--- src/logic/eesif_defines.vh ---
// How it works
// - Writing one to a status flag position clears that flag; an event in the same clock keeps it set.
// - Writing zero to a flag position leaves the flag unchanged.
// - Bits 31 to 5 and bit 3 read zero; software writes zero.
// - Bit 4 sets when PAUSE retransmissions exceed the retry limit under flow control.
// - Bit 2 sets on every rising or falling change of the link input, except in the first three clocks after reset.
// - Bit 1 sets when a wake-up frame is detected.
// - Bit 0 sets when the PHY reports an illegal carrier; fast changes may be missed.
// - Enable bits 4, 2, 1, 0 gate the matching flags; all zero after reset.
// - The status events can be reported to the CPU as an interrupt request.
`ifndef EESIF_DEFINES_VH
`define EESIF_DEFINES_VH
`define EESIF_ADDR_STATUS    4'h0
`define EESIF_ADDR_ENABLE    4'h4
`define EESIF_ADDR_LIMIT     4'h8
`define EESIF_ADDR_CTRL      4'hc
`define EESIF_BIT_RETRY      4
`define EESIF_BIT_LINK       2
`define EESIF_BIT_WAKE       1
`define EESIF_BIT_CARRIER    0
`define EESIF_FLAG_MASK      32'h0000_0017
`define EESIF_RST_STATUS     32'h0000_0000
`define EESIF_RST_ENABLE     32'h0000_0000
`define EESIF_RST_LIMIT      8'h0f
`define EESIF_CTRL_FLOW      0
`endif

--- src/logic/eesif_sync.v ---
`timescale 1ns/1ps
// ****************************************
// Two-stage synchroniser for pin inputs.
// ****************************************
module eesif_sync (
  input  wire mclk,
  input  wire nrst,
  input  wire din,
  output wire dout
);
  reg stage1;
  reg stage2;

  always @(posedge mclk or negedge nrst) begin
    if (!nrst) begin
      stage1 <= 1'b0;
      stage2 <= 1'b0;
    end else begin
      stage1 <= din;
      stage2 <= stage1;
    end
  end

  assign dout = stage2;
endmodule

--- src/logic/eesif_retry.v ---
`timescale 1ns/1ps
`include "eesif_defines.vh"
// ****************************************
// PAUSE retransmission counter.
// ****************************************
module eesif_retry (
  input  wire       mclk,
  input  wire       nrst,
  input  wire       flow_en,
  input  wire [7:0] pause_retry_limit,
  input  wire       pause_resend,
  input  wire       pause_done,
  output reg        overflow_pulse
);
  reg [7:0] count;
  reg       fired;

  // The count saturates so a stuck partner cannot wrap it back to zero.
  always @(posedge mclk or negedge nrst) begin
    if (!nrst) begin
      count          <= 8'h00;
      fired          <= 1'b0;
      overflow_pulse <= 1'b0;
    end else begin
      overflow_pulse <= 1'b0;
      if (!flow_en || pause_done) begin
        count <= 8'h00;
        fired <= 1'b0;
      end else if (pause_resend) begin
        if (count != 8'hff) begin
          count <= count + 8'h01;
        end
        if (count >= pause_retry_limit && !fired) begin
          overflow_pulse <= 1'b1;
          fired          <= 1'b1;
        end
      end
    end
  end
endmodule

--- src/logic/eesif_top.v ---
`timescale 1ns/1ps
`include "eesif_defines.vh"
// ****************************************
// Ethernet event status and interrupt enable.
// ****************************************
module eesif_top (
  input  wire        mclk,
  input  wire        nrst,
  input  wire [3:0]  addr,
  input  wire [31:0] wdata,
  input  wire        wr,
  input  wire        rd,
  output reg  [31:0] rdata,
  input  wire        phy_link_input,
  input  wire        phy_bad_carrier,
  input  wire        wake_frame_det,
  input  wire        pause_resend,
  input  wire        pause_done,
  output wire        mac_summary_irq_bit
);
  reg  [31:0] ether_event_status;
  reg  [31:0] ether_event_irq_enable;
  reg  [7:0]  pause_retry_limit;
  reg         flow_en;
  reg         link_prev;
  reg         carrier_prev;
  reg  [31:0] next_status;
  reg  [31:0] set_vec;
  wire        link_s;
  wire        carrier_s;
  wire        retry_over;
  wire        wr_status;

  // ****************************************
  // Input synchronisers and PAUSE retry counter.
  // ****************************************
  eesif_sync u_link_sync (
    .mclk (mclk),
    .nrst (nrst),
    .din  (phy_link_input),
    .dout (link_s)
  );

  eesif_sync u_carrier_sync (
    .mclk (mclk),
    .nrst (nrst),
    .din  (phy_bad_carrier),
    .dout (carrier_s)
  );

  eesif_retry u_retry (
    .mclk              (mclk),
    .nrst              (nrst),
    .flow_en           (flow_en),
    .pause_retry_limit (pause_retry_limit),
    .pause_resend      (pause_resend),
    .pause_done        (pause_done),
    .overflow_pulse    (retry_over)
  );

  // Link history is trusted only once the synchroniser holds the real pin level.
  // A pin that is already high at release would otherwise look like a change.
  reg  [1:0]  link_warm;
  always @(posedge mclk or negedge nrst) begin
    if (!nrst) begin
      link_prev    <= 1'b0;
      link_warm    <= 2'h0;
      carrier_prev <= 1'b0;
    end else begin
      link_prev    <= link_s;
      if (link_warm != 2'h3) begin
        link_warm <= link_warm + 2'h1;
      end
      carrier_prev <= carrier_s;
    end
  end

  // ****************************************
  // Event flags.
  // ****************************************
  assign wr_status = wr && (addr == `EESIF_ADDR_STATUS);

  always @* begin
    set_vec = 32'h0000_0000;
    set_vec[`EESIF_BIT_RETRY]   = retry_over && flow_en;
    set_vec[`EESIF_BIT_LINK]    = (link_warm == 2'h3) && (link_s != link_prev);
    set_vec[`EESIF_BIT_WAKE]    = wake_frame_det;
    set_vec[`EESIF_BIT_CARRIER] = carrier_s && !carrier_prev;
    next_status = ether_event_status;
    if (wr_status) begin
      next_status = ether_event_status & ~wdata;
    end
    next_status = (next_status | set_vec) & `EESIF_FLAG_MASK;
  end

  // ****************************************
  // Registers.
  // ****************************************
  always @(posedge mclk or negedge nrst) begin
    if (!nrst) begin
      ether_event_status     <= `EESIF_RST_STATUS;
      ether_event_irq_enable <= `EESIF_RST_ENABLE;
      pause_retry_limit      <= `EESIF_RST_LIMIT;
      flow_en                <= 1'b0;
    end else begin
      ether_event_status <= next_status;
      if (wr && addr == `EESIF_ADDR_ENABLE) begin
        ether_event_irq_enable <= wdata & `EESIF_FLAG_MASK;
      end
      if (wr && addr == `EESIF_ADDR_LIMIT) begin
        pause_retry_limit <= wdata[7:0];
      end
      if (wr && addr == `EESIF_ADDR_CTRL) begin
        flow_en <= wdata[`EESIF_CTRL_FLOW];
      end
    end
  end

  // Unmapped addresses read zero.
  always @(posedge mclk or negedge nrst) begin
    if (!nrst) begin
      rdata <= 32'h0000_0000;
    end else if (rd) begin
      case (addr)
        `EESIF_ADDR_STATUS: rdata <= ether_event_status;
        `EESIF_ADDR_ENABLE: rdata <= ether_event_irq_enable;
        `EESIF_ADDR_LIMIT:  rdata <= {24'h00_0000, pause_retry_limit};
        `EESIF_ADDR_CTRL:   rdata <= {31'h0000_0000, flow_en};
        default:            rdata <= 32'h0000_0000;
      endcase
    end else begin
      rdata <= 32'h0000_0000;
    end
  end

  assign mac_summary_irq_bit = |(ether_event_status & ether_event_irq_enable);
endmodule

--- config.mk ---
export PLATFORM = sky130hd
export DESIGN_NAME = eesif_top
export DESIGN_NICKNAME = d
export VERILOG_FILES = /design/src/logic/eesif_sync.v /design/src/logic/eesif_retry.v /design/src/logic/eesif_top.v
export VERILOG_INCLUDE_DIRS = /design/src /design/src/logic
export SDC_FILE = /design/constraint.sdc
export NUM_CORES = 1
export LEC_CHECK = 0
export CAP_MARGIN = 20
export CELL_PAD_IN_SITES_DETAIL_PLACEMENT = 1
export CELL_PAD_IN_SITES_GLOBAL_PLACEMENT = 1
export CORE_MARGIN = 2
export CORE_UTILIZATION = 50
export DETAILED_ROUTE_END_ITERATION = 12
export DONT_BUFFER_PORTS = 1
export PLACE_DENSITY_LB_ADDON = 0.1
export SLEW_MARGIN = 20
export SYNTH_ARGS = -nofsm -noshare
export SYNTH_HDL_FRONTEND = slang
export SYNTH_SLANG_ARGS = --single-unit
--- constraint.sdc ---
create_clock -name mclk -period 3.8 [get_ports mclk]
set_input_delay 0.76 -clock mclk [delete_from_list [all_inputs] [get_ports mclk]]
set_output_delay 0.76 -clock mclk [all_outputs]
set_load 0.01 [all_outputs]
* After elaboration in Yosys (flattened, before gate mapping)
Cells that the tools add are included.
** Word-level totals
- Logic and storage cells :: 60
- Output and inout port bits :: 33
- Flip-flop bits (word level) :: 67
- Bits of input ports :: 45
** Cells by class
- Reductions and logical operators :: 19
- Multiplexer cells :: 12
- Eq/ne operators :: 7
- Bitwise operators :: 4
- $add $sub $neg :: 2
- $lt $le $gt $ge :: 1
** Operators by type and width (count)
- 32-bit two-way mux :: 1
- 8-bit one-hot mux with 4 select lines :: 1
- 32-bit OR reduction :: 1
- 8-bit two-way mux :: 3
- 5-bit bitwise AND :: 2
- 8-bit by 1-bit adder with 8-bit output, second input constant :: 1
- 4-bit == test, second input constant :: 2
- 8-bit greater-or-equal comparator :: 1
- 1-bit logical AND :: 8
- 8-bit != test, second input constant :: 1
- 1-bit two-way mux :: 6
- 2-bit nonzero test :: 3
- 5-bit two-way mux :: 1
- 5-bit inverter :: 1
- 5-bit OR :: 1
- 4-bit by 3-bit == test with 1-bit output, second input constant :: 1
- 4-bit logical NOT :: 1
- 2-bit AND reduction :: 2
- 1-bit logical NOT :: 3
- 2-bit by 1-bit adder with 2-bit output, second input constant :: 1
- 2-bit == test, second input constant :: 1
- 2-bit != test, second input constant :: 1
- 1-bit logical OR :: 1
- 1-bit != test :: 1

* Depth between registers and ports, before layout
Gate-level depths: netlist of run 1.
- Depth in word-level cells :: 5
- Gate-level depth with buffers :: 6
- Mapped depth without buffers :: 6

* Cells and area by module
Synthesis of run 1 repeated with hierarchy kept, for this count alone.
** Second synthesis, totals
- Cells, all modules :: 193
- Area, all modules :: 2207.1 sq um
** By module, submodules not included
- eesif_top :: instances 1, area each 1385.1 sq um, cells an instance 110, sequential area each 730.7 sq um
- eesif_retry :: instances 1, area each 721.9 sq um, cells an instance 79, sequential area each 250.2 sq um
- eesif_sync :: instances 2, area each 50.0 sq um, cells an instance 2, sequential area each 50.0 sq um

* Worst setup path after synthesis of run 1
OpenSTA, ideal clock, no wires.
- Kind :: in2reg
- Start point :: input port addr[3]
- End point :: register ether_event_irq_enable[0]
- Setup time :: 0.125 ns
- Stages :: 3
- Arrival time :: 1.585 ns
- Data required time :: 3.675 ns
- Slack :: 2.090 ns
- Buffers on the path :: 1
- Path through :: buf_2 and4b_1 mux2_2
** Between the ends
- Longest elaborated chain between the ends :: 2
** Ends and longest elaborated chain
- from (decl) :: RTL line eesif_top.v:9 : input wire [3:0] addr,
- 4-bit by 3-bit == test with 1-bit output
- 1-bit logical AND (no line)
- to (signal assigned) :: RTL line eesif_top.v:102 : ether_event_irq_enable <= `EESIF_RST_ENABLE;
- to (signal assigned) :: RTL line eesif_top.v:108 : ether_event_irq_enable <= wdata & `EESIF_FLAG_MASK;
- to (decl) :: RTL line eesif_top.v:22 : reg [31:0] ether_event_irq_enable;
No other way between the ends.
A chain may end at the register's enable or synchronous reset.

* Final worst setup path of run 1
- Start point :: register pause_retry_limit[1]
- End point :: register u_retry.overflow_pulse
** Between the ends
- Longest elaborated chain between the ends :: 5
** Ends and longest elaborated chain
- from (decl) :: RTL line eesif_top.v:23 : reg [7:0] pause_retry_limit;
- from (signal assigned) :: RTL line eesif_top.v:103 : pause_retry_limit <= `EESIF_RST_LIMIT;
- from (signal assigned) :: RTL line eesif_top.v:111 : pause_retry_limit <= wdata[7:0];
- 8-bit greater-or-equal comparator :: RTL line eesif_retry.v:33 : if (count >= pause_retry_limit && !fired) begin
- 1-bit logical AND :: RTL line eesif_retry.v:33
- 1-bit two-way mux :: RTL line eesif_retry.v:33
- 1-bit two-way mux :: RTL line eesif_retry.v:29 : end else if (pause_resend) begin
- 1-bit two-way mux :: RTL line eesif_retry.v:26 : if (!flow_en || pause_done) begin
- to (signal assigned) :: RTL line eesif_retry.v:23 : overflow_pulse <= 1'b0;
- to (signal assigned) :: RTL line eesif_retry.v:25 : overflow_pulse <= 1'b0;
- to (signal assigned) :: RTL line eesif_retry.v:34 : overflow_pulse <= 1'b1;
- to (decl) :: RTL line eesif_retry.v:13 : output reg overflow_pulse
No other way between the ends.

==> impl_results.md, run 1 <==
* Outcome: finished clean
* Syn Area/Cell at about 11 um^2
* Synthesized flop and latch total at 43
* Hold Path Class: input port to async pin
* PortBufs at 0
* Die Ht at ~70 um
* Critical-path cell list: inv_1 > ha_1 > nand2_1 > o21ai_0 > a21oi_1 > a2111oi_0
* CP Launch Type: flip-flop
* RSZ-0062 raised after global routing: false
* Clock skew at around 0.0024 ns
* Hold Fails Final Rpt at 0
* Post-synth top cells: dfrtp_1 (39), buf_4 (24), mux2_2 (14), nor2_1 (14), nand2_1 (12)
* Crit. End Element: flip-flop
* Max cap viols at 0
* DP Wirelength at just over 3 mm
* CTS Sinks at 43
* Area leader, netlist: dfrtp_1
* Critical path class: flip-flop to flip-flop
* R2R setup slack at 1.97 ns
* Core ar. at roughly 4300 um^2
* Diode count at 0
* Initial antenna violation count at 0
* Via/cell ratio at between 5 and 6
* Storage cell area at roughly 1100 um^2
* Share of layout cells above drive strength 1 at between 10% and 20%
* Total Nets Final at 253
* Total of warnings raised by yosys at 0
* Congestion Overflow GR at 0
* Total Wirelength at 4.102 mm
* Placer Congestion at between 0.8 and 0.9
* Yosys top cell area share at between 40% and 50%
* Drt first pass iters at 4
* Reg clk slew, reported paths at 0.08 ns
* Post-CTS Hold Fix Bufs at 0
* I/O pins at between 70 and 80
* Final Max Slew Viols at 0
* Layout Cells excl Fill at 251
* Maximum vdd drop at roughly 160 uV
* Critical Path AT at approximately 2.0 ns
* Worst path max stage delay at approximately 0.56 ns
* WL per Instance at approximately 16 um
* Die ar. at between 4000 and 5000 um^2
* Seq/Total Area, Yosys at between 40% and 50%
* Most common cell in the netlist: dfrtp_1
* Met2 usage at ~31%
* CTS tree: done
* Root Buffer: clkbuf_8
* Post-route ant nets at 0
* Prevailing post-synth register cell: dfrtp_1
* Cell Area, Synth at approximately 2200 um^2
* CP Depth at 6
* Async S/R FF share, synth at between 90% and 100%
* Global-route wire length before repair at ~6.7 mm
* Worst path slowest cell: dfstp_2
* Worst-Skew Late Latency at around 0.29 ns
* H-tree depth at 2
* Placed Area at between 2000 and 2500 um^2
* Setup TNS at 0 ns
* Cell area power density at around 430 nW/um^2
* Top post-synthesis cells by area: dfrtp_1 (44%), buf_4 (8.2%), mux2_2 (7.2%)
* Initial Utilization at between 50% and 60%
* Final period util at between 40% and 50%
* Family with the most delay on the worst path: compound AO/OA/AOI/OAI gates
* GR Util met3 at slightly below 6%
* Worst flop-to-flop path startpoint: pause_retry_limit[1]
* Number of global-route vias before repair at between 1000 and 1500
* Crit path max fanout at 3
* Synth-to-Final Area Change at 1.083%
* Largest net degree at the start of global routing at 44
* Period minus WS final at around 1.8 ns
* Yosys cell types at 39
* Clock buffer count from CTS at 5
* P_leak at 1.020 nW
* Peak Freq at 545.0 MHz
* Critical R2R Capture: u_retry.overflow_pulse
* R2R depth at 6
* All-Layer GR Usage at between 15 and 20%
* Setup violators final at 0
* Vias at between 1000 and 1500
* Rows at 24
* Width of the chip at approximately 70 um
* Post-CTS setup buffers at 0
* Placed insts at around 240
* DRC viols at 0
* Filler cell count in the final layout at 483
* Multi-input gate area at ~940 um^2
* Crit path buf inv count at 1
* Synth Instances at approximately 200
* Clk buf depth at 2
* Worst Path Required at 3.95 ns
* CTS resizes at 0
* Met1 usage at around a fifth
* EDFF count, synth at 0
* Fin area at between 2000 and 2500 um^2
* Initial drt markers at between 40 and 50
* Most used routing layer: met2
==> final cells by class <==
| type | instances | area share [%] |
|---|---|---|
| Sequential cell | 43 | 48.73 |
| Multi-Input combinational cell | 137 | 42.36 |
| Clock buffer | 7 | 3.892 |
| Tap cell | 52 | 2.933 |
| Inverter | 11 | 1.861 |
| Clock inverter | 1 | 0.2256 |
==> routing by layer <==
metal  vias to the layer above  routed length, um
li1                        636                  -
met1                       674               1769
met2                        37               2092
met3                         5                195
met4                         0                 45
met5                         -                  0
==> state kept, by name, summed over array words and instances, names as in the netlist <==
signal / cells
u_carrier_sync.dout: 1
u_retry.count: 8
carrier_prev: 1
ether_event_status: 4
u_retry.overflow_pulse: 1
flow_en: 1
u_link_sync.dout: 1
rdata: 8
link_warm: 2
u_link_sync.stage1: 1
ether_event_irq_enable: 4
pause_retry_limit: 8
u_retry.fired: 1
link_prev: 1
u_carrier_sync.stage1: 1
==> power by group <==
group / internal (mW) / switching (mW) / leakage (nW) / total [mW]
clock: 0.147 / 0.145 / 0.0482 / 0.292
sequential: 0.507 / 0.0338 / 0.530 / 0.541
combinational: 0.0612 / 0.0634 / 0.441 / 0.125
==> cell families (layout without fill, tap and decap cells) <==
family / Yosys count / count (layout) / synth area share (%)
AO/OA/AOI/OAI: 29 / 29 / 9.008
XOR/XNOR: 5 / 5 / 1.995
adder cells (fa/ha/maj): 10 / 10 / 5.701
buffers and inverters: 42 / 19 / 11.86
flip-flops: 43 / 43 / 49.26
multiplexers: 18 / 18 / 9.578
other: 1 / 24 / 0.1709
AND/OR/NAND/NOR: 51 / 51 / 12.43
==> metrics by stage <==
stage          power (mW)  hold WS [ns]  worst slack [ns]  utilization [%]
2_1_floorplan      0.6640        0.3312             2.090                -
3_3_place_gp       0.6661        0.3321             2.001            49.53
3_5_place_dp       0.6776        0.3372             1.958            49.53
4_1_cts            0.9772        0.1381             1.930            51.66
5_1_grt             1.018        0.1312             1.814            51.66
6_report           0.9574        0.1573             1.965            51.66
==> how the worst max path moves through the flow <==
stage	startpoint	to	slack, ns
after floorplan	addr[3]	ether_event_irq_enable[0]	2.09
after global placement	addr[1]	ether_event_irq_enable[4]	2.00
after detailed placement	pause_retry_limit[1]	u_retry.overflow_pulse	1.96
after CTS	pause_retry_limit[1]	u_retry.overflow_pulse	1.93
after global routing	pause_retry_limit[2]	u_retry.overflow_pulse	1.81
final	pause_retry_limit[1]	u_retry.overflow_pulse	1.97
==> placed cells by master, fill, tap and decap left out, types with 5 or more instances in the layout <==
cell type,count
dfrtp_1,39
conb_1,24
nor2_1,14
mux2_2,14
nand2_1,12
inv_1,11
ha_1,10
a21oi_1,7
clkbuf_8,6
o21ai_0,5
a31oi_1,5
==> worst reg2reg max path, stage by stage (launching register included) <==
cell and delay [ns]:
dfstp_2 0.56, inv_1 0.06, ha_1 0.27, nand2_1 0.04, o21ai_0 0.21, a21oi_1 0.11, a2111oi_0 0.44
Power figures use the tool's default switching activity.
==> run 2, diff against run 1 <==
- ABC_AREA: unset -> 1
- CORE_UTILIZATION: 50 -> 45
- clock period: 3.8 -> 1.8 ns (I/O delays scaled with it)
==> run 2 against run 1 <==
Synthesized cell count grew 36%. Via count is 19% higher. Wire length grew 8.6%. Global-route usage increased by 0.29 points. Non-clock buffer count grew 5. Cell count grew 38%. Largest cell class unchanged. Critical path depth grew 2. Critical path type unchanged. Cell area rose by 6.2%. Register-to-register slack got worse by 1.7 ns.
==> impl_results.md, run 2 <==
* Adder-Cell Fraction of Synth Area at 5.549%
* Area leader, netlist: dfrtp_1
* Total of warnings raised by yosys at 0
* All-Layer GR Usage at a little under a fifth
* Least-Margin Pin Slew at approximately 0.55 ns
* Period minus WS final at about 1.6 ns
* Layout Cells excl Fill at ~350
* Total Wirelength at around 4.5 mm
* Post-CTS setup buffers at 0
* Number of global-route vias before repair at approximately 1700
* Filler cell count in the final layout at between 600 and 700
* WL per Instance at 12.88 um
* Synthesized flop and latch total at 43
* Reg clk slew, reported paths at around 0.08 ns
* Largest family of logic cells by synthesized area: simple AND/OR/NAND/NOR gates
* Die ar. at between 5000 and 6000 um^2
* Prevailing post-synth register cell: dfrtp_1
* Root Buffer: clkbuf_8
* R2R setup slack at about 0.25 ns
* Complex-gate fraction of the synthesized area at 7.159%
* Cell Area, Synth at ~2300 um^2
* DP Wirelength at between 3 and 4 mm
* Most common cell in the netlist: nand2_1
* Share of layout cells above drive strength 1 at 10.04%
* Total Nets Final at approximately 330
* Simple-gate area share of the yosys netlist at between 20% and 30%
* Worst flop-to-flop path startpoint: pause_retry_limit[3]
* Rows at 25
* Diode count at 0
* Syn Area/Cell at 8.351 um^2
* Worst path slowest cell: dfstp_2
* Crit. End Element: flip-flop
* Yosys cell types at 28
* Drt first pass iters at 4
* Clock skew at just over 0.005 ns
* Rel. slew slack at between 60% and 70%
* Setup TNS at 0 ns
* Worst-Skew Late Latency at 0.29 ns
* Final period util at between 80 and 90%
* R2R depth at 8
* EDFF count, synth at 0
* CP endpoint: u_retry.fired
* Global-route wire length before repair at between 7 and 8 mm
* RSZ-0062 raised after global routing: false
* Vias at roughly 1600
* Peak Freq at between 600 and 700 MHz
* Max cap viols at 0
* CTS tree: done
* Async S/R FF share, synth at between 90% and 100%
* Family with the most delay on the worst path: flip-flops
* Setup violators final at 0
* Initial Utilization at between 40 and 50%
* Initial antenna violation count at 0
* Largest registers: pause_retry_limit: 8 flops, rdata: 8 flops, u_retry.count: 8 flops
* Final Max Slew Viols at 0
* CP Depth at 8
* Clk buf depth at 2
* Commonest non-fill, non-tap cell in the layout: nand2_1
* Crit path buf inv count at 1
* Critical-path cell list: inv_1 > ha_1 > a21oi_1 > nand2_1 > nand2_1 > nand2_1 > nand2_1 > nand2_1
* Width of the chip at approximately 75 um
* Synth Instances at 270
* Top post-synthesis cells by area: dfrtp_1 (43%), nand2_1 (12%), buf_4 (8.3%)
* Hold Crit Depth at 0
* P_leak at approximately 1.2 nW
* Post-route ant nets at 0
* Post-synth top cells: nand2_1 (74), dfrtp_1 (39), inv_1 (29)
* Initial drt markers at 31
* Worst Path Required at between 1.5 and 2 ns
* Placer Congestion at between 0.7 and 0.8
* Post-CTS Hold Fix Bufs at 2
* Yosys top cell area share at a little over two fifths
* Hold Path Class: input port to flip-flop
* Via/cell ratio at about 4.7
* Outcome: finished clean
* Seq/Total Area, Yosys at 47.95%
* Clock buffer count from CTS at 5
* Placed insts at ~340
* Cell area power density at roughly 850 nW/um^2
* CTS Sinks at 43
* Critical R2R Capture: u_retry.fired
* Post-Synth XOR/XNOR Area at less than 1%
* Worst path max stage delay at 0.52 ns
* H-tree depth at 2
* Worst Setup SP: pause_retry_limit[3]
* I/O pins at 78
* Critical path class: flip-flop to flip-flop
* Hold Fails Final Rpt at 0
* Critical Path AT at 1.73 ns
* Worst min-delay path startpoint: phy_link_input
* PortBufs at 0
* Mux cell area share after synthesis at less than 1%
* DRC viols at 0
* CTS resizes at 0
* Die Ht at approximately 75 um
* Maximum vdd drop at 504.7 uV
* Crit path max fanout at 3
* Largest net degree at the start of global routing at 44
* Congestion Overflow GR at 0
* Commonest non-fill, non-tap cells in the layout: nand2_1 (74), dfrtp_1 (39), inv_1 (29), conb_1 (24), o21ai_1 (21)
* CP Launch Type: flip-flop
* Most used cell, CP: nand2_1
* Synth-to-Final Area Change at 4.495%
* Core ar. at 4786 um^2
run 2: changes by cell type after synthesis, sizes merged, moves of 4 or more:
| cell | before | now |
|---|---|---|
| nand2 | 12 | 75 |
| a31oi | 5 | 0 |
| inv | 11 | 35 |
| o21ai | 5 | 24 |
| nor2b | 4 | 0 |
| nand3 | 3 | 14 |
| nor2 | 15 | 20 |
| and2 | 4 | 0 |
| mux2 | 14 | 1 |
run 2: worst min path at each step:
stage                                            to  slack [ns]
after floorplan                        carrier_prev        0.06
after global placement    ether_event_irq_enable[1]        0.07
after detailed placement  ether_event_irq_enable[1]        0.07
after CTS                     u_carrier_sync.stage1        0.08
after global routing          u_carrier_sync.stage1        0.08
final                            u_link_sync.stage1         0.1
run 2: cell type report:
type	instances	area, um^2	share of cell area, %
flip-flops and latches	43	1081	45.88
multi-input cells	187	914.6	38.82
inverters	36	135.1	5.736
well taps	67	83.83	3.558
clock buffers	7	76.32	3.240
repair buffers	5	60.06	2.549
clock inverters	1	5.005	0.2124
run 2: logic make-up (layout without fill, tap and decap cells):
family / count (synthesis) / after routing
other: 1 / 24
adder cells (fa/ha/maj): 10 / 10
AO/OA/AOI/OAI: 31 / 31
XOR/XNOR: 2 / 2
buffers and inverters: 63 / 49
AND/OR/NAND/NOR: 119 / 119
multiplexers: 1 / 1
flip-flops: 43 / 43
run 2: routing by layer:
metal	global-route usage [%]	routed length, um	part of all wire [%]
met3	4.150	229	5.1
met5	0	0	0
met1	24.49	2104	47
met2	29.11	2058	46
met4	5.952	63	1.4
run 2: per-stage QoR:
step	worst slack [ns]	utilization [%]	power, mW	hold WS (ns)	instance area, um^2
final	0.2498	49.23	1.992	0.09798	2356
after global routing	0.1044	49.23	2.124	0.07567	2356
after CTS	0.2416	49.23	2.027	0.08467	2356
after detailed placement	0.2548	46.75	1.396	0.06534	2237
after global placement	0.2880	46.75	1.380	0.06531	2237
after floorplan	0.4361	-	1.371	0.06441	2341
run 2: where the power goes:
group / total (mW) / switching (mW) / internal (mW)
combinational: 0.286 / 0.189 / 0.0962
sequential: 1.12 / 0.0582 / 1.06
clock: 0.589 / 0.316 / 0.273
run 2: worst reg2reg max path, delay by kind of cell, from the launching register on:
family	cells	cell delay [ns]
AOI/OAI and AO/OA	1	0.20
buffers and inverters	1	0.06
and+or+nand+nor	5	0.36
adders and majority gates	1	0.32
DFF	1	0.52
